$ cat src/rtl/bic_defines.svh
// constants of the banked interrupt controller: offsets, fields, levels, timing
// assumes inclusion by bic_pkg.sv and the design modules, by bare name
`ifndef BIC_DEFINES_SVH
`define BIC_DEFINES_SVH

// ****************************************************************
// register map: byte offsets inside one bank window of 64 bytes
// ****************************************************************
`define BIC_OFF_IW1       6'h00
`define BIC_OFF_IW2       6'h04
`define BIC_OFF_IW3       6'h08
`define BIC_OFF_MASK      6'h0C
`define BIC_OFF_CMD       6'h10
`define BIC_OFF_STATUS    6'h14
`define BIC_OFF_VWR_VEC   6'h00
`define BIC_VEC_BIT       5
`define BIC_BANK_A        2'h0
`define BIC_BANK_B        2'h1
`define BIC_BANK_C        2'h2
`define BIC_BANK_EXTRA    2'h3

// ****************************************************************
// fields
// ****************************************************************
`define BIC_IW1_AUTO      1
`define BIC_IW1_LEVEL     3
`define BIC_CMD_DONE      5
`define BIC_CMD_SPEC      6

// ****************************************************************
// levels and fixed values
// ****************************************************************
`define BIC_LVL_CHAIN     3'h1
`define BIC_LVL_CASC_A    3'h2
`define BIC_LVL_COUNT     3'h4
`define BIC_LVL_CASC_B    3'h5
`define BIC_LVL_DEFAULT   3'h7
`define BIC_NO_SLAVE      8'h00
`define BIC_BYTE_RESET    8'h00
`define BIC_WORD_ZERO     32'h0000_0000
`define BIC_PINS_IDLE     28'hFFF_FFFF

// ****************************************************************
// timing
// ****************************************************************
`define BIC_CLK_MHZ       50
`define BIC_ACK_WAIT_NS   100
`define BIC_ACK_WAIT_CYC  4'((`BIC_ACK_WAIT_NS * `BIC_CLK_MHZ + 999) / 1000)

`endif

$ cat src/rtl/bic_pkg.sv
// types shared by the banked interrupt controller modules
// assumes bic_defines.svh is on the include path
`include "bic_defines.svh"

package bic_pkg;

  // host cycle status pins, all sampled through the pin synchroniser
  typedef struct packed {
    logic ads_n;
    logic mio;
    logic dc;
    logic wr;
  } bic_bus_t;

  // result of resolving an acknowledge
  typedef struct packed {
    logic [7:0] vec;
    logic       slave;
    logic [2:0] banks;
    logic [2:0] lvl_a;
    logic [2:0] lvl_b;
    logic [2:0] lvl_c;
  } bic_ack_t;

  typedef enum logic [1:0] {
    bic_st_idle = 2'b00,
    bic_st_ack1 = 2'b01,
    bic_st_gap  = 2'b10,
    bic_st_ack2 = 2'b11
  } bic_state_t;

endpackage

$ cat src/rtl/bic_bank.sv
// one priority bank: request latch, in-service bits, fully nested resolver
// assumes requests active high and on clk_in; take and done are one-cycle pulses
`timescale 1ns/1ns
`include "bic_defines.svh"

module bic_bank (
  input  wire logic       clk_in,        // system clock
  input  wire logic       resetn_in,     // async reset, active low
  input  wire logic [7:0] req_in,        // level requests, active high
  input  wire logic       level_mode_in, // 1: level, 0: edge triggered
  input  wire logic [7:0] mask_in,       // 1 disables a level
  input  wire logic       take_in,       // acknowledge of take_level_in
  input  wire logic [2:0] take_level_in, // level being acknowledged
  input  wire logic       done_any_in,   // non-specific service done
  input  wire logic       done_one_in,   // specific service done
  input  wire logic [2:0] done_level_in, // level for specific done
  output logic            int_out,       // any allowed request
  output logic [2:0]      top_level_out, // highest allowed level
  output logic [7:0]      pending_out,   // request bits
  output logic [7:0]      in_service_out // in-service bits
);
  import bic_pkg::*;

  logic [7:0] pending_request_bits_q;
  logic [7:0] in_service_bits_q;
  logic [7:0] req_prev_q;
  logic [7:0] allowed;
  logic [7:0] take_hot;
  logic [7:0] done_hot;
  logic [7:0] isr_low;

  function automatic logic [2:0] first_set(input logic [7:0] v);
    logic [2:0] r;
    r = 3'h0;
    for (int i = 7; i >= 0; i--) begin
      if (v[i]) begin
        r = 3'(i);
      end
    end
    return r;
  endfunction

  // level 0 highest; in service blocks same and lower levels
  genvar g;
  generate
    for (g = 0; g < 8; g++) begin : g_lvl
      assign allowed[g] = pending_request_bits_q[g] & ~mask_in[g]
                          & ~(|in_service_bits_q[g:0]);
    end
  endgenerate

  assign take_hot = take_in ? (8'h01 << take_level_in) : 8'h00;
  assign isr_low  = in_service_bits_q & (~in_service_bits_q + 8'h01);
  assign done_hot = (done_any_in ? isr_low : 8'h00)
                  | (done_one_in ? (8'h01 << done_level_in) : 8'h00);

  always_ff @(posedge clk_in or negedge resetn_in) begin
    if (!resetn_in) begin
      req_prev_q <= `BIC_BYTE_RESET;
    end else begin
      req_prev_q <= req_in;
    end
  end

  // edge mode latches a rise until acknowledged; a new rise beats the clear
  always_ff @(posedge clk_in or negedge resetn_in) begin
    if (!resetn_in) begin
      pending_request_bits_q <= `BIC_BYTE_RESET;
    end else if (level_mode_in) begin
      pending_request_bits_q <= req_in;
    end else begin
      pending_request_bits_q <= (req_in & ~req_prev_q)
                              | (pending_request_bits_q & ~take_hot);
    end
  end

  always_ff @(posedge clk_in or negedge resetn_in) begin
    if (!resetn_in) begin
      in_service_bits_q <= `BIC_BYTE_RESET;
    end else begin
      in_service_bits_q <= take_hot | (in_service_bits_q & ~done_hot);
    end
  end

  assign int_out        = |allowed;
  assign top_level_out  = first_set(allowed);
  assign pending_out    = pending_request_bits_q;
  assign in_service_out = in_service_bits_q;

endmodule

$ cat src/rtl/bic_controller.sv
// banked interrupt controller top: three chained banks, acknowledge sequencer,
// Avalon-MM register slave with one wait state per access
// assumes host status pins and request pins are asynchronous to clk_in
`timescale 1ns/1ns
`include "bic_defines.svh"

module bic_controller (
  input  wire logic             clk_in,                     // 50 MHz system clock
  input  wire logic             resetn_in,                  // async reset, active low
  input  wire logic [23:0]      irq_n_in,                   // request pins c,b,a, low active
  input  wire bic_pkg::bic_bus_t bus_status_in,             // host cycle status pins
  input  wire logic             dma_chain_request_in,       // base register not loaded
  input  wire logic             dma_count_done_request_in,  // pulse, sw request cleared
  input  wire logic [7:0]       avs_address_in,             // byte address
  input  wire logic             avs_read_in,                // read request
  input  wire logic             avs_write_in,               // write request
  input  wire logic [31:0]      avs_writedata_in,           // write data
  input  wire logic [3:0]       avs_byteenable_in,          // byte lanes
  output logic [31:0]           avs_readdata_out,           // read data
  output logic                  avs_waitrequest_out,        // stall, high by default
  output logic                  host_irq_input_out,         // interrupt to host
  output logic [7:0]            ack_data_out,               // acknowledge data
  output logic                  ack_data_oe_out,            // drive enable for ack data
  output logic                  ack_ready_out               // end of ack wait states
);
  import bic_pkg::*;

  // ****************************************************************
  // pin synchroniser
  // ****************************************************************
  logic [27:0] sync1_q;
  logic [27:0] sync2_q;
  logic [27:0] sync3_q;
  logic [27:0] pins_q;
  bic_bus_t    bus_s;
  logic [23:0] irq_s;
  logic        ads_prev_q;
  logic        ack_start;

  // a bit changes only once the second and third stages agree
  always_ff @(posedge clk_in or negedge resetn_in) begin
    if (!resetn_in) begin
      sync1_q <= `BIC_PINS_IDLE;
      sync2_q <= `BIC_PINS_IDLE;
      sync3_q <= `BIC_PINS_IDLE;
      pins_q  <= `BIC_PINS_IDLE;
    end else begin
      sync1_q <= {bus_status_in, irq_n_in};
      sync2_q <= sync1_q;
      sync3_q <= sync2_q;
      pins_q  <= (sync2_q & sync3_q) | (pins_q & (sync2_q ^ sync3_q));
    end
  end

  assign bus_s = pins_q[27:24];
  assign irq_s = ~pins_q[23:0];

  always_ff @(posedge clk_in or negedge resetn_in) begin
    if (!resetn_in) begin
      ads_prev_q <= 1'b1;
    end else begin
      ads_prev_q <= bus_s.ads_n;
    end
  end

  assign ack_start = ads_prev_q & ~bus_s.ads_n
                   & ~bus_s.mio & ~bus_s.dc & ~bus_s.wr;

  // ****************************************************************
  // register slave
  // ****************************************************************
  logic [7:0]  iw1_q [3];
  logic [7:0]  iw2_q [3];
  logic [7:0]  iw3_q [3];
  logic [7:0]  mask_q [3];
  logic [7:0]  vec_q [24];
  logic [7:0]  vwr_vec_q;
  logic        wait_q;
  logic [31:0] rdata_q;
  logic [31:0] rdata_d;
  logic        wr_go;
  logic        rd_go;
  logic [1:0]  sel_bank;
  logic [5:0]  sel_off;
  logic        sel_vec;
  logic        cmd_wr [3];

  assign sel_bank = avs_address_in[7:6];
  assign sel_off  = avs_address_in[5:0];
  assign sel_vec  = sel_off[`BIC_VEC_BIT] && (sel_off[1:0] == 2'h0)
                    && (sel_bank != `BIC_BANK_EXTRA);
  assign wr_go    = avs_write_in & ~wait_q & avs_byteenable_in[0];
  assign rd_go    = avs_read_in & ~wait_q;

  // one wait state: the answer stands at the edge where waitrequest is low
  always_ff @(posedge clk_in or negedge resetn_in) begin
    if (!resetn_in) begin
      wait_q  <= 1'b1;
      rdata_q <= `BIC_WORD_ZERO;
    end else begin
      wait_q  <= ~((avs_read_in | avs_write_in) & wait_q);
      if (avs_read_in & wait_q) begin
        rdata_q <= rdata_d;
      end
    end
  end

  always_ff @(posedge clk_in or negedge resetn_in) begin
    if (!resetn_in) begin
      for (int b = 0; b < 3; b++) begin
        iw1_q[b]  <= `BIC_BYTE_RESET;
        iw2_q[b]  <= `BIC_BYTE_RESET;
        iw3_q[b]  <= `BIC_BYTE_RESET;
        mask_q[b] <= `BIC_BYTE_RESET;
      end
      vwr_vec_q <= `BIC_BYTE_RESET;
    end else if (wr_go) begin
      for (int b = 0; b < 3; b++) begin
        if (sel_bank == 2'(b)) begin
          case (sel_off)
            `BIC_OFF_IW1:  iw1_q[b]  <= avs_writedata_in[7:0];
            `BIC_OFF_IW2:  iw2_q[b]  <= avs_writedata_in[7:0];
            `BIC_OFF_IW3:  iw3_q[b]  <= avs_writedata_in[7:0];
            `BIC_OFF_MASK: mask_q[b] <= avs_writedata_in[7:0];
            default: begin
            end
          endcase
        end
      end
      if (sel_bank == `BIC_BANK_EXTRA && sel_off == `BIC_OFF_VWR_VEC) begin
        vwr_vec_q <= avs_writedata_in[7:0];
      end
    end
  end

  // vector registers are not reset: software programs them before use
  always_ff @(posedge clk_in) begin
    if (wr_go && sel_vec) begin
      vec_q[{sel_bank, sel_off[4:2]}] <= avs_writedata_in[7:0];
    end
  end

  // ****************************************************************
  // banks
  // ****************************************************************
  logic [7:0] bank_req [3];
  logic       bank_int [3];
  logic [2:0] top_lvl [3];
  logic [7:0] bank_irr [3];
  logic [7:0] bank_isr [3];
  logic       take [3];
  logic [2:0] take_lvl [3];
  logic       done_any [3];
  logic       done_one [3];
  logic       vwr_q;
  logic       count_done_q;
  logic       auto_go;
  logic       ack_take;
  bic_ack_t   ack_d;
  bic_ack_t   ack_q;

  always_comb begin
    bank_req[2] = irq_s[23:16];
    bank_req[1] = irq_s[15:8];
    bank_req[1][`BIC_LVL_CASC_B] = bank_int[2];
    bank_req[0] = irq_s[7:0];
    bank_req[0][`BIC_LVL_CHAIN]  = dma_chain_request_in;
    bank_req[0][`BIC_LVL_COUNT]  = count_done_q;
    bank_req[0][`BIC_LVL_CASC_A] = bank_int[1] | vwr_q;
  end

  genvar gb;
  generate
    for (gb = 0; gb < 3; gb++) begin : g_bank
      assign cmd_wr[gb]   = wr_go && sel_bank == 2'(gb) && sel_off == `BIC_OFF_CMD
                            && avs_writedata_in[`BIC_CMD_DONE];
      assign done_one[gb] = cmd_wr[gb] & avs_writedata_in[`BIC_CMD_SPEC];
      assign done_any[gb] = (cmd_wr[gb] & ~avs_writedata_in[`BIC_CMD_SPEC])
                          | (auto_go & ack_q.banks[gb] & iw1_q[gb][`BIC_IW1_AUTO]);
      assign take[gb]     = ack_take & ack_d.banks[gb];

      bic_bank u_bank (
        .clk_in         (clk_in),
        .resetn_in      (resetn_in),
        .req_in         (bank_req[gb]),
        .level_mode_in  (iw1_q[gb][`BIC_IW1_LEVEL]),
        .mask_in        (mask_q[gb]),
        .take_in        (take[gb]),
        .take_level_in  (take_lvl[gb]),
        .done_any_in    (done_any[gb]),
        .done_one_in    (done_one[gb]),
        .done_level_in  (avs_writedata_in[2:0]),
        .int_out        (bank_int[gb]),
        .top_level_out  (top_lvl[gb]),
        .pending_out    (bank_irr[gb]),
        .in_service_out (bank_isr[gb])
      );
    end
  endgenerate

  assign take_lvl[0] = ack_d.lvl_a;
  assign take_lvl[1] = ack_d.lvl_b;
  assign take_lvl[2] = ack_d.lvl_c;

  // a fresh event wins over a clear in the same cycle
  always_ff @(posedge clk_in or negedge resetn_in) begin
    if (!resetn_in) begin
      vwr_q <= 1'b0;
    end else begin
      vwr_q <= (wr_go && sel_off == `BIC_OFF_IW2 && sel_bank != `BIC_BANK_EXTRA)
             | (vwr_q & ~(rd_go && sel_off == `BIC_OFF_IW2
                          && sel_bank != `BIC_BANK_EXTRA));
    end
  end

  always_ff @(posedge clk_in or negedge resetn_in) begin
    if (!resetn_in) begin
      count_done_q <= 1'b0;
    end else begin
      count_done_q <= dma_count_done_request_in
                    | (count_done_q & ~(take[0] && ack_d.lvl_a == `BIC_LVL_COUNT));
    end
  end

  // ****************************************************************
  // acknowledge resolution: walk down the cascade from the top bank
  // ****************************************************************
  always_comb begin
    ack_d     = '0;
    ack_d.vec = vec_q[{`BIC_BANK_A, `BIC_LVL_DEFAULT}];
    if (bank_int[0]) begin
      ack_d.banks[0] = 1'b1;
      ack_d.lvl_a    = top_lvl[0];
      if (top_lvl[0] == `BIC_LVL_CASC_A && vwr_q) begin
        ack_d.vec = vwr_vec_q;
      end else if (top_lvl[0] == `BIC_LVL_CASC_A) begin
        if (bank_int[1]) begin
          ack_d.banks[1] = 1'b1;
          ack_d.lvl_b    = top_lvl[1];
          if (top_lvl[1] == `BIC_LVL_CASC_B) begin
            if (bank_int[2]) begin
              ack_d.banks[2] = 1'b1;
              ack_d.lvl_c    = top_lvl[2];
              ack_d.vec      = vec_q[{`BIC_BANK_C, top_lvl[2]}];
              ack_d.slave    = iw3_q[2][top_lvl[2]];
            end
          end else begin
            ack_d.vec   = vec_q[{`BIC_BANK_B, top_lvl[1]}];
            ack_d.slave = iw3_q[1][top_lvl[1]];
          end
        end
      end else begin
        ack_d.vec   = vec_q[{`BIC_BANK_A, top_lvl[0]}];
        ack_d.slave = iw3_q[0][top_lvl[0]];
      end
    end
  end

  // ****************************************************************
  // acknowledge sequencer
  // ****************************************************************
  bic_state_t state_q;
  logic [3:0] wait_cnt_q;
  logic [7:0] data_q;
  logic       oe_q;
  logic       ready_q;
  logic       irq_q;

  assign ack_take = (state_q == bic_st_idle) & ack_start;
  assign auto_go  = (state_q == bic_st_ack2) && (wait_cnt_q == 4'h0);

  // the gap between the two acknowledges is left to the host
  always_ff @(posedge clk_in or negedge resetn_in) begin
    if (!resetn_in) begin
      state_q    <= bic_st_idle;
      wait_cnt_q <= 4'h0;
      data_q     <= `BIC_BYTE_RESET;
      oe_q       <= 1'b0;
      ready_q    <= 1'b0;
      ack_q      <= '0;
    end else begin
      case (state_q)
        bic_st_idle: begin
          ready_q <= 1'b0;
          oe_q    <= 1'b0;
          if (ack_start) begin
            state_q    <= bic_st_ack1;
            wait_cnt_q <= `BIC_ACK_WAIT_CYC;
            oe_q       <= 1'b1;
            data_q     <= ack_d.slave ? ack_d.vec : `BIC_NO_SLAVE;
            ack_q      <= ack_d;
          end
        end
        bic_st_ack1, bic_st_ack2: begin
          if (wait_cnt_q == 4'h0) begin
            ready_q <= 1'b1;
            state_q <= (state_q == bic_st_ack1) ? bic_st_gap : bic_st_idle;
          end else begin
            wait_cnt_q <= wait_cnt_q - 4'h1;
          end
        end
        bic_st_gap: begin
          ready_q <= 1'b0;
          oe_q    <= 1'b0;
          if (ack_start) begin
            state_q    <= bic_st_ack2;
            wait_cnt_q <= `BIC_ACK_WAIT_CYC;
            oe_q       <= ~ack_q.slave;
            data_q     <= ack_q.vec;
          end
        end
        default: begin
          state_q <= bic_st_idle;
        end
      endcase
    end
  end

  always_ff @(posedge clk_in or negedge resetn_in) begin
    if (!resetn_in) begin
      irq_q <= 1'b0;
    end else begin
      irq_q <= bank_int[0];
    end
  end

  // ****************************************************************
  // read mux
  // ****************************************************************
  always_comb begin
    rdata_d = `BIC_WORD_ZERO;
    if (sel_vec) begin
      rdata_d[7:0] = vec_q[{sel_bank, sel_off[4:2]}];
    end else if (sel_bank == `BIC_BANK_EXTRA) begin
      if (sel_off == `BIC_OFF_VWR_VEC) begin
        rdata_d[7:0] = vwr_vec_q;
      end
    end else begin
      case (sel_off)
        `BIC_OFF_IW1:    rdata_d[7:0] = iw1_q[sel_bank];
        `BIC_OFF_IW2:    rdata_d[7:0] = iw2_q[sel_bank];
        `BIC_OFF_IW3:    rdata_d[7:0] = iw3_q[sel_bank];
        `BIC_OFF_MASK:   rdata_d[7:0] = mask_q[sel_bank];
        `BIC_OFF_STATUS: rdata_d[16:0] = {bank_int[sel_bank], bank_isr[sel_bank],
                                          bank_irr[sel_bank]};
        default:         rdata_d = `BIC_WORD_ZERO;
      endcase
    end
  end

  assign avs_readdata_out    = rdata_q;
  assign avs_waitrequest_out = wait_q;
  assign host_irq_input_out  = irq_q;
  assign ack_data_out        = data_q;
  assign ack_data_oe_out     = oe_q;
  assign ack_ready_out       = ready_q;

endmodule

$ cat config.mk
export PLATFORM = sky130hd
export DESIGN_NAME = bic_controller
export DESIGN_NICKNAME = d
export VERILOG_FILES = /design/src/rtl/bic_pkg.sv /design/src/rtl/bic_bank.sv /design/src/rtl/bic_controller.sv
export VERILOG_INCLUDE_DIRS = /design/src /design/src/rtl
export SDC_FILE = /design/constraint.sdc
export NUM_CORES = 1
export LEC_CHECK = 0
export BUFFER_PORTS_ARGS = -buffer_cell sky130_fd_sc_hd__clkbuf_2
export CAP_MARGIN = 20
export CORE_MARGIN = 5
export CORE_UTILIZATION = 50
export CTS_BUF_LIST = sky130_fd_sc_hd__clkbuf_8 sky130_fd_sc_hd__clkbuf_16
export DETAILED_ROUTE_END_ITERATION = 10
export PLACE_DENSITY_LB_ADDON = 0.2
export SLEW_MARGIN = 20
export SYNTH_ARGS = -nofsm -noshare
export SYNTH_HDL_FRONTEND = slang
export SYNTH_SLANG_ARGS = --single-unit
$ cat constraint.sdc
create_clock -name clk_in -period 6.86 [get_ports clk_in]
set_input_delay 0.343 -clock clk_in [delete_from_list [all_inputs] [get_ports clk_in]]
set_output_delay 0.343 -clock clk_in [all_outputs]
set_load 0.02 [all_outputs]
Word-level counts from Yosys, hierarchy flattened. Memories as Yosys holds them, arrays and structs flattened. Cells that the tools add are included. Widths: inputs -> output; s select.

Register bits: 353. RAM bits: 192. Input bits: 78. Output and inout port bits: 44. Word-level logic and storage cells: 424. Memories kept: 1.

Memory list: vec_q (words 24, width 8, rd ports 5, clocked after Yosys merged registers in 0, wr ports 1, line bic_controller.sv:76) `logic [7:0] vec_q [24];`.

$add $sub $neg: 4. Order comparisons: 4. Eq/ne operators: 20. Shift operators: 4. Multiplexer cells: 103. Bitwise operators: 179. Reduce and logical (&&, ||, !) cells: 69.

Operator list (number): $mux 8 (31); $and 8x8->8 (12); $bmux 8 s2 (6); $not 8->8 (12); $mux 3 (27); $and 1x1->1 (75); $or 8x8->8 (9); $not 1->1 (58); $and 28x28->28 (2); $reduce_or 8->1 (6); $reduce_and 3->1 (14); $pmux 8 s5 (1); $mux 9 (4); $shl 1x3->8 const A (4); $or 28x28->28 (1); $xor 28x28->28 (1); $add 8x1->8 const B (3); $mux 24 (1); $not 24->24 (1); $mux 21 (1); $reduce_or 7->1 (3); $logic_and 1x1->1 (20); $mux 6 (3); $reduce_or 6->1 (3); other kinds (34) (85).

Longest topological paths before layout. Gate-level depths: netlist of run 1.

Depth in word-level cells: 25. Depth in mapped cells: 13. Gate-level depth less buffers: 11.

Cells and area by module. From an unflattened synthesis of run 1, not the netlist that was laid out.

Cells, all modules: 1821. Area total of the unflattened synthesis: 23955.5 µm².

By module, submodules not included: bic_controller (times used 1, cells each 1449, area an instance 20367.0 µm², sequential area each 12144.1 µm²); bic_bank (times used 3, cells each 124, area an instance 1196.1 µm², sequential area each 600.6 µm²).

Least setup slack after synthesis of run 1. OpenSTA, ideal clock, no wires.

Path kind: register to register. Start: register g_bank[0].u_bank.in_service_bits_q[0]. End: register data_q[0], in the netlist ack_data_out[0]. Setup time: 0.121 ns. Arrival: 3.192 ns. Data required time: 6.739 ns. Path slack: 3.547 ns. Cell stages (with the launch flop): 11. Buffers on the path: 1. Period minus slack after synthesis: 3.313 ns. Path through: dfrtp_1 -> buf_6 -> or4_4 -> or4_4 -> or3_4 -> a31oi_4 -> mux2i_1 -> o221ai_1 -> and3_1 -> or4_1 -> and4b_1.

Cells in the longest elaborated chain, start to end: 19. Elaborated cells on any way between the ends: 44. Those cells by class: eq/ne: 1; mux: 17; bitwise: 16; reduce/logical: 9; memory: 1.

Ends and longest elaborated chain: from (decl) (line bic_bank.sv:25) `logic [7:0] in_service_bits_q;`; from (signal assigned) (line bic_bank.sv:79) `` in_service_bits_q <= `BIC_BYTE_RESET; ``; from (signal assigned) (line bic_bank.sv:81) `in_service_bits_q <= take_hot | (in_service_bits_q & ~done_hot);`; branches (longest 15 deep; another with $mem_v2 24x8); $mux 21 (*) (line bic_controller.sv:231) `if (bank_int[0]) begin`; $mux 8 (no source line) (*); $mux 8 (*) (line bic_controller.sv:286) `if (ack_start) begin`; $pmux 8 s2 (*) (line bic_controller.sv:282) `case (state_q)`; to (signal assigned) (line bic_controller.sv:277) `` data_q <= `BIC_BYTE_RESET; ``; to (signal assigned) (line bic_controller.sv:290) `` data_q <= ack_d.slave ? ack_d.vec : `BIC_NO_SLAVE; ``; to (signal assigned) (line bic_controller.sv:309) `data_q <= ack_q.vec;`; to (decl) (line bic_controller.sv:264) `logic [7:0] data_q;`.

Every way passes the cells marked *. The select of a mux whose other input is x is not followed. A chain may end at the register's enable or synchronous reset.

Worst setup path in the final report of run 1.
Start: register g_bank[2].u_bank.in_service_bits_q[0]. End: register data_q[1], in the netlist ack_data_out[1].

Cells in the longest elaborated chain, start to end: 22. Elaborated cells on any way between the ends: 45. Those cells by class: mux: 20; bitwise: 16; reduce/logical: 8; memory: 1.

Ends and longest elaborated chain: from (decl) (line bic_bank.sv:25); from (signal assigned) (line bic_bank.sv:79); from (signal assigned) (line bic_bank.sv:81); branches (longest 13 deep; another with $mem_v2 24x8); $mux 10 (*) (line bic_controller.sv:241) `if (bank_int[2]) begin`; $mux 9 (*) (line bic_controller.sv:240) `` if (top_lvl[1] == `BIC_LVL_CASC_B) begin ``; $mux 11 (*) (line bic_controller.sv:237) `if (bank_int[1]) begin`; $mux 9 (*) (line bic_controller.sv:236) `` end else if (top_lvl[0] == `BIC_LVL_CASC_A) begin ``; $mux 3 (line bic_controller.sv:234) `` if (top_lvl[0] == `BIC_LVL_CASC_A && vwr_q) begin ``; $mux 21 (*) (line bic_controller.sv:231); $mux 8 (no source line) (*); $mux 8 (*) (line bic_controller.sv:286); $pmux 8 s2 (*) (line bic_controller.sv:282).

Marks and branches as above.

==> impl_metrics.yaml, run 1 <==
outcome:
  status: "complete, no violations"
timing:
  grt_setup_unrepaired: "false"
  clock.fmax_ghz: 0.213
  setup_viol: 0
  fin_tns_setup_ns: 0
  period_share_pct: 68.3
  worstMarginPinSlew_ns: 1.13
  relSlewSlack_pct: 23.7
  hold_ws_ns: 0.150
  hold_viol_final: 0
  skew_ns: 0.0156
  finalCriticalPeriod_ns: 4.69
  final_max_slew_viol_count: 0
worst_setup_path:
  r2r-start: "g_bank[2].u_bank.in_service_out[0]"
  worstPathMaxFanout: 17
  slowest_stage: "a2111oi_2"
  crit_path_frequent_cell: "a2111oi_2"
  rr_endpoint: "ack_data_out[1]"
  path_class: "reg2reg"
  crit_family: "simple AND/OR/NAND/NOR gates"
  r2r_cells: 10
  start_kind: "register"
  r2r_slack_ns: 2.17
  cp_num_buf_inv: 1
  critPathCaptureType: "register"
  critPathMaxStageDelay_ns: 0.90
  worstPathCellList: "nor4b_1, nor2_1, o21ai_1, nand2_1, buf_4, mux2i_1, mux2_2, a2111oi_2, nor4_4, a2111oi_2"
  arrival_ns: 5.20
  required_ns: 7.37
logic_synthesis:
  yosys_register_bits: 514
  ys_warn_count: 0
  yosysUniqueCellTypes: 83
  avgSynthCellArea_um2: 12.6
  synth_edf_count: 192
  ys_seq_area_share_pct: 58.3
  ys_async_sr_fraction_pct: 62.6
  synthCells: 1900
  yosys_most_used_dff: "dfrtp_1"
  syn_area_mm2: 0.0239
grt:
  overflow: 0
  grt_pass1_vias: 16700
  track_usage_pct: 27.2
  grt_pass1_wl_um: 108000
  grt_max_degree: 148
  antenna_found_initial: 1
pwr:
  power_density_mw_per_mm2: 258
  p_sw_mw: 1.72
  power.share.sequential_pct: 49.5
  p_sw_share_pct: 24.8
  vdd_drop_max_uv: 234
  pwr-share-comb_pct: 8.6
  leakage_nw: 10.7
  internal_power_mw: 5.23
  p_clk_share_pct: 41.9
floorplanning:
  fp.dieW_um: 229
  row_count: 80
  dieArea_mm2: 0.0524
  coreArea_mm2: 0.0475
  start_util_pct: 50.4
  fp.dieH_um: 229
  ios: 122
routing:
  drt-initial-drc-count: 1971
  drtAntennaViolNets: 0
  vias: 16900
  drc: 0
  drtPass1Iterations: 6
  vias_per_cell: 6.38
  wl_um: 71700
  wl_per_cell_um: 27.0
finish:
  drive_above_1_share_pct: 25.8
  layout.nets: 2102
  areaGrowthSynthToFinish_pct: 12.8
  final_common_cell: "dfrtp_1"
  final_cell_mix: "dfrtp_1 (224), edfxtp_1 (192), nand2_1 (178)"
  layout.cells.non_filler: 2656
  multi_input_area_mm2: 0.00942
  diodes: 0
  seq_area_mm2: 0.0139
  fillers: 3884
cts:
  cts_buffers: 55
  cts.sink_count: 514
  clock_path_buffers: 3
  insertion_delay_ns: 0.63
  cts_tree: "yes"
  cts-root-buf: "clkbuf_16"
  postCtsSetupBuffers: 0
  clkSlewWorstSetupHoldPaths_ns: 0.06
  htree_levels: 2
place:
  dp_hpwl_um: 49600
  port_buffers: 75
  gp_congestion: 0.946
  placed_cells: 2524
min_path:
  holdPathEnd: "vwr_q"
  hp-class: "in2reg"
  worstHoldPathCells: 3
  holdCritStartpoint: "avs_read_in"
job:
  maxCapViolCount: 0
## synth_stat cells, drive strengths merged (8+ instances only)
master / number / area, um^2
a21o: 29 / 218
a21oi: 61 / 305
a22oi: 8 / 60.1
a311oi: 9 / 78.8
a31o: 17 / 149
a31oi: 20 / 140
and2: 8 / 50.1
and3: 13 / 81.3
buf: 41 / 246
clkbuf: 71 / 267
dfrtp: 224 / 5610
dfstp: 98 / 2570
edfxtp: 192 / 5770
ha: 29 / 363
inv: 37 / 139
mux2: 124 / 1400
mux2i: 86 / 861
mux4: 64 / 1440
nand2: 179 / 672
nand2b: 27 / 169
nand3: 62 / 315
nand3b: 9 / 67.6
nand4: 13 / 81.3
nor2: 99 / 387
nor2b: 28 / 175
nor3: 21 / 110
nor3b: 10 / 75.1
nor4: 13 / 103
o21ai: 162 / 811
o221ai: 20 / 175
o22ai: 13 / 81.3
o31ai: 8 / 60.1
or4: 9 / 75.1
## metrics by stage
stage	area, um^2	total power [mW]	util (%)	setup WS (ns)
floorplan	24000	3.83	-	3.55
CTS	27000	7.00	56.8	1.98
finish	27000	6.96	56.8	2.17
global placement	24900	4.06	52.4	2.16
detailed placement	24900	4.09	52.4	2.03
global route	27000	7.22	56.8	1.95
## final cells by class
type	count	area share, %
repair buffers	136	3.46
clock inverters	38	0.992
flip-flops and latches	514	51.7
multi-input cells	1251	34.9
well taps	615	2.85
clock buffers	65	5.65
inverters	37	0.514
## sequential cells by signal, summed over array words and instances, names as in the netlist, 2 cells and up
name / flops
vec_q: 192
g_bank.u_bank.in_service_out: 24
g_bank.u_bank.pending_out: 24
g_bank.u_bank.req_prev_q: 24
iw1_q: 24
iw2_q: 24
iw3_q: 24
mask_q: 24
pins_q: 24
sync1_q: 24
sync2_q: 24
sync3_q: 24
avs_readdata_out: 17
ack_q: 12
ack_data_out: 8
vwr_vec_q: 8
wait_cnt_q: 4
state_q: 2
## repair_timing
item                      in CTS  in global routing
gates resized for setup        0                  0
hold buffers                  29                  0
hold endpoints to repair     106                  0
## cells by family after synthesis
logic type                 Yosys count  share of synthesized area, %
adders and majority gates           29                          1.52
other                                1                        0.0157
and+or+nand+nor                    522                          10.9
buffers and inverters              149                          2.72
DFF                                514                          58.3
muxes                              274                          15.4
AOI/OAI and AO/OA                  411                          11.1
## routing by layer
layer  GRT usage [%]  vias up  share of wire (%)
met5               0        -              0.018
met4            9.98        2                4.0
met3            8.12      172                 11
met2            40.0      913                 44
met1            38.6     8544                 41
li1                -     7314                  -
## power by group through the flow
stage / sequential [mW] / clock (mW) / combinational, mW
floorplan: 3.50 / 0 / 0.335
global placement: 3.49 / 0 / 0.570
detailed placement: 3.50 / 0 / 0.588
CTS: 3.44 / 2.95 / 0.603
global route: 3.46 / 3.09 / 0.664
finish: 3.44 / 2.91 / 0.601
## worst min-delay path, cell delays in order
cell and delay (ns):
clkbuf_2 0.11, nor3b_1 0.14, o22ai_1 0.11
## how the worst max path moves through the flow
stage,from,to,slack [ns],depth (start not counted)
after floorplan,g_bank[0].u_bank.in_service_out[0],ack_data_out[0],3.55,10
after global placement,g_bank[1].u_bank.in_service_out[0],ack_data_out[7],2.16,9
after detailed placement,g_bank[1].u_bank.in_service_out[0],ack_data_out[7],2.03,9
after CTS,g_bank[1].u_bank.in_service_out[0],ack_data_out[7],1.98,9
after global routing,g_bank[2].u_bank.in_service_out[0],ack_data_out[2],1.95,10
final,g_bank[2].u_bank.in_service_out[0],ack_data_out[1],2.17,10
Note: power is estimated with default switching activity, not from simulation.
==> inputs of run 2 (changes only) <==
==> constraint.sdc (replaced) <==
create_clock -name clk_in -period 3.8 [get_ports clk_in]
set_input_delay 0.19 -clock clk_in [delete_from_list [all_inputs] [get_ports clk_in]]
set_output_delay 0.19 -clock clk_in [all_outputs]
set_load 0.02 [all_outputs]
==> run 2 against run 1 <==
  * Power is 80% higher
  * Critical path type unchanged
  * Utilization increased by 1.6 points
  * Die area unchanged
  * Final cell count increased by 3.4%
  * Via count increased by 1.2%
==> impl_metrics.yaml, run 2 (synthesis gave the netlist of run 1 again) <==
worst_setup_path:
  crit_path_frequent_cell: "or4_4"
  critPathCaptureType: "register"
  start_kind: "register"
  critPathMaxStageDelay_ns: 0.56
  r2r_cells: 9
  cp_num_buf_inv: 1
  worstPathMaxFanout: 10
  worstPathCellList: "or4_4, or4_4, or3_4, a31oi_4, buf_4, mux2_2, o2bb2ai_2, nor4_4, a2111oi_2"
  crit_cells: 9
  crit_start: "g_bank[0].u_bank.in_service_out[0]"
  r2r_slack_ns: 0.13
  arrival_ns: 4.16
  endpoint: "ack_data_out[1]"
  r2r-start: "g_bank[0].u_bank.in_service_out[0]"
  required_ns: 4.29
  path_class: "reg2reg"
  crit_family: "simple AND/OR/NAND/NOR gates"
  rr_endpoint: "ack_data_out[1]"
  slowest_stage: "or4_4"
cts:
  htree_levels: 2
  cts_buffers: 53
  clock_path_buffers: 3
  postCtsSetupBuffers: 0
  cts-root-buf: "clkbuf_16"
  cts_tree: "yes"
  insertion_delay_ns: 0.61
  clkSlewWorstSetupHoldPaths_ns: 0.06
  cts.sink_count: 514
min_path:
  hp-class: "in2reg"
floorplanning:
  row_count: 80
  fp.dieH_um: 229
  coreArea_mm2: 0.0475
  ios: 122
  fp.dieW_um: 229
  start_util_pct: 50.4
  dieArea_mm2: 0.0524
grt:
  grt_pass1_vias: 17000
  track_usage_pct: 27.6
  overflow: 0
  grt_pass1_wl_um: 109000
  antenna_found_initial: 2
  grt_max_degree: 104
finish:
  fillers: 3846
  largest_reg_flops: 192
  layout.nets: 2192
  final_common_cell: "dfrtp_1"
  areaGrowthSynthToFinish_pct: 16.0
  final_cell_mix: "dfrtp_1 (224), edfxtp_1 (192), nand2_1 (179)"
  drive_above_1_share_pct: 29.1
routing:
  drtPass1Iterations: 6
  drt-initial-drc-count: 1850
  vias: 17100
  drc: 0
  wl_per_cell_um: 26.8
  drtAntennaViolNets: 0
  vias_per_cell: 6.24
  wl_um: 73700
job:
  maxCapViolCount: 0
timing:
  fin_tns_setup_ns: 0
  relSlewSlack_pct: 29.6
  worstMarginPinSlew_ns: 1.06
  period_share_pct: 96.6
  fin_ws_ns: 0.131
  final_max_slew_viol_count: 0
  hold_ws_ns: 0.0510
  clock.fmax_ghz: 0.273
  finalCriticalPeriod_ns: 3.67
  grt_setup_unrepaired: "false"
  skew_ns: 0.0106
  setup_viol: 0
  hold_viol_final: 0
pwr:
  leakage_nw: 11.1
  power_density_mw_per_mm2: 450
  vdd_drop_max_uv: 346
place:
  dp_hpwl_um: 52700
  port_buffers: 75
  post-place-ws_ns: 0.102
  gp_congestion: 0.979
outcome:
  status: "complete, no violations"
## run 2: worst register-to-register path, stage by stage, from the launching register on
cell and delay (ns):
dfrtp_1 0.44, or4_4 0.56, or4_4 0.50, or3_4 0.36, a31oi_4 0.36, buf_4 0.27, mux2_2 0.36, o2bb2ai_2 0.25
nor4_4 0.11, a2111oi_2 0.36
## run 2: what timing repair did
item                                    in CTS  in global routing
gates resized for setup                      0                  7
endpoints found under the setup margin       0                  7
endpoints found under the hold margin      104                  0
hold buffers                                30                  0
## run 2: metrics by stage
stage,instance area (um^2),power (mW),utilization (%),std cells
2_1_floorplan,24000,6.92,-,1914
3_3_place_gp,25700,7.36,54.1,2615
3_5_place_dp,25700,7.40,54.1,2615
4_1_cts,27800,12.6,58.4,2745
5_1_grt,27800,13.0,58.4,2745
6_report,27800,12.5,58.4,2746
## run 2: routing by layer
layer	part of all wire [%]	wire length (um)	up-vias	GRT usage (%)
met3	11	8000	150	7.59
met2	44	32100	881	40.6
met4	3.7	2700	2	9.74
met5	0.024	18	-	0
met1	42	30900	8621	39.7
li1	-	-	7487	-
## run 2: layout make-up
type | count | area (um^2) | area share, %
well taps | 615 | 769 | 2.77
multi-input cells | 1251 | 9430 | 34.0
flip-flops and latches | 514 | 13900 | 50.2
diodes | 1 | 2.50 | 0.00901
repair buffers | 228 | 1740 | 6.26
clock inverters | 36 | 225 | 0.811
clock buffers | 64 | 1520 | 5.48
inverters | 37 | 139 | 0.500
## run 2: power breakdown
group | internal (mW) | switching, mW | leakage [nW]
clock network | 2.97 | 2.18 | 0.907
registers | 6.06 | 0.179 | 5.54
logic | 0.411 | 0.691 | 4.69
## run 2: worst min path at each step
stage                      end         startpoint  depth (start not counted)  slack, ns
6_report                 vwr_q  avs_address_in[6]                          4       0.05
5_1_grt                  vwr_q  avs_address_in[6]                          4       0.08
4_1_cts                  vwr_q  avs_address_in[6]                          4       0.02
3_5_place_dp     wait_cnt_q[1]          resetn_in                          1       0.24
3_3_place_gp     wait_cnt_q[0]          resetn_in                          1       0.24
2_1_floorplan  ack_data_oe_out          resetn_in                          0      -0.11
==> inputs of run 3 (changes only) <==
--- a/config.mk
+++ b/config.mk
@@ -13,6 +13,7 @@
 export CTS_BUF_LIST = sky130_fd_sc_hd__clkbuf_8 sky130_fd_sc_hd__clkbuf_16
 export DETAILED_ROUTE_END_ITERATION = 10
 export PLACE_DENSITY_LB_ADDON = 0.2
+export REMOVE_ABC_BUFFERS = 1
 export SLEW_MARGIN = 20
 export SYNTH_ARGS = -nofsm -noshare
 export SYNTH_HDL_FRONTEND = slang
==> run 3 against run 2 <==
  * Non-clock buffer count up 23
  * Final cell count up 0.80%
  * Combinational power about the same
  * Global-route usage up 0.39 points
  * Utilization up 0.41 points
  * Register-to-register slack worse by 0.04 ns
  * Sequential power about the same
  * First-iteration DRC count down 0.32%
  * Clock skew up 0.0062 ns
  * Clock power down 0.8%
  * Flip-flop and latch count unchanged
  * Largest cell class unchanged
  * Largest power group unchanged
==> impl_metrics.yaml, run 3 (synthesis gave the netlist of run 1 again) <==
worst_setup_path:
  start_kind: "register"
  critPathCaptureType: "register"
  worstPathMaxFanout: 5
  path_class: "reg2reg"
  arrival_ns: 4.19
  required_ns: 4.28
floorplanning:
  fp.dieW_um: 229
  coreArea_mm2: 0.0475
  ios: 122
  dieArea_mm2: 0.0524
  row_count: 80
  fp.dieH_um: 229
  start_util_pct: 50.4
timing:
  clock.fmax_ghz: 0.270
  setup_viol: 0
  relSlewSlack_pct: 25.0
  final_max_slew_viol_count: 0
  period_share_pct: 97.6
  grt_setup_unrepaired: "true"
  hold_viol_final: 0
  finalCriticalPeriod_ns: 3.71
  skew_ns: 0.0169
  worstMarginPinSlew_ns: 1.13
pwr:
  leakage_nw: 11.3
  power.share.sequential_pct: 49.9
  power_density_mw_per_mm2: 446
  pwr-share-comb_pct: 9.0
  internal_power_mw: 9.44
  p_sw_share_pct: 24.3
  p_clk_share_pct: 41.1
  p_sw_mw: 3.03
  vdd_drop_max_uv: 388
grt:
  track_usage_pct: 28.0
  grt_max_degree: 133
  antenna_found_initial: 0
  grt_pass1_wl_um: 112000
  overflow: 0
  grt_pass1_vias: 17400
routing:
  drc: 0
  wl_per_cell_um: 26.6
  drtPass1Iterations: 6
  vias_per_cell: 6.26
  vias: 17300
  wl_um: 73700
  drtAntennaViolNets: 0
  drt-initial-drc-count: 1844
cts:
  cts_tree: "yes"
  htree_levels: 2
  insertion_delay_ns: 0.60
  clkSlewWorstSetupHoldPaths_ns: 0.06
  clock_path_buffers: 3
  cts_buffers: 54
  cts.sink_count: 514
  cts-root-buf: "clkbuf_16"
finish:
  areaGrowthSynthToFinish_pct: 16.8
  layout.nets: 2216
  final_cell_mix: "dfrtp_1 (224), edfxtp_1 (192), nand2_1 (178)"
  diodes: 0
  layout.cells.non_filler: 2768
  final_util_pct: 58.8
  final_common_cell: "dfrtp_1"
  drive_above_1_share_pct: 30.1
  largest_reg_flops: 192
outcome:
  status: "complete, no violations"
place:
  gp_congestion: 0.998
  placed_cells: 2637
  port_buffers: 75
  dp_hpwl_um: 52800
min_path:
  hp-class: "in2async"
job:
  maxCapViolCount: 0
-- run 3: final cells by class --
type | count | area (um^2)
Clock buffer | 68 | 1570
Clock inverter | 32 | 178
Fill cell | 3819 | 19600
Inverter | 37 | 139
Multi-Input combinational cell | 1251 | 9470
Sequential cell | 514 | 13900
Tap cell | 615 | 769
Timing Repair Buffer | 251 | 1900
-- run 3: repair_timing --
action,4_1_cts,5_1_grt
buffers inserted,0,1
hold buffers,29,0
gates resized for setup,1,13
endpoints found under the hold margin,106,0
pin swaps,0,2
endpoints found under the setup margin,3,11
-- run 3: power groups by stage --
stage / sequential, mW / clock [mW] / combinational (mW)
after floorplan: 6.31 / 0 / 0.521
after global placement: 6.31 / 0 / 1.05
after detailed placement: 6.33 / 0 / 1.09
after CTS: 6.23 / 5.21 / 1.11
after global routing: 6.26 / 5.47 / 1.24
final: 6.23 / 5.12 / 1.12
-- run 3: worst max-delay path: stages, from the launching register on --
cell	delay [ns]
dfrtp_1	0.42
or4_1	0.60
nor4_4	0.38
buf_4	0.18
nand4_1	0.12
nand2_1	0.15
buf_4	0.18
buf_4	0.15
mux2i_2	0.29
a2111oi_0	0.18
buf_4	0.19
or4_1	0.52
and4b_1	0.20
-- run 3: stage by stage --
step	total power [mW]	setup TNS (ns)	setup WS, ns	area (um^2)	hold WS [ns]
detailed placement	7.41	-0.0551	-0.0307	25800	0.279
floorplan	6.84	0	0.140	23500	-0.106
global route	13.0	-0.0284	-0.0178	28000	0.159
finish	12.5	0	0.0925	28000	0.132
global placement	7.36	-0.0106	-0.0106	25800	0.277
CTS	12.5	0	0.0365	27900	0.148
-- run 3: worst paths after layout --
kind                              endpoint  slack (ns)  depth (start not counted)                                from
max in group asynchronous        pins_q[5]        2.60                          4                           resetn_in
min in group clk_in            vec_q[9][6]        0.19                          2                 avs_writedata_in[6]
hold / removal                  mask_q[14]        0.13                          2                           resetn_in
hold reg to reg                sync2_q[24]        0.35                          0                         sync1_q[24]
setup / recovery           ack_data_out[4]        0.09                         12  g_bank[1].u_bank.in_service_out[0]
setup reg to reg           ack_data_out[4]        0.09                         12  g_bank[1].u_bank.in_service_out[0]
-- run 3: metal layers --
| layer | global-route usage, % | wire, um | up-vias |
|---|---|---|---|
| met5 | 0 | 0 | - |
| met4 | 8.87 | 2540 | 0 |
| met3 | 5.81 | 6670 | 147 |
| met2 | 42.6 | 33200 | 876 |
| met1 | 40.8 | 31200 | 8744 |
| li1 | - | - | 7551 |
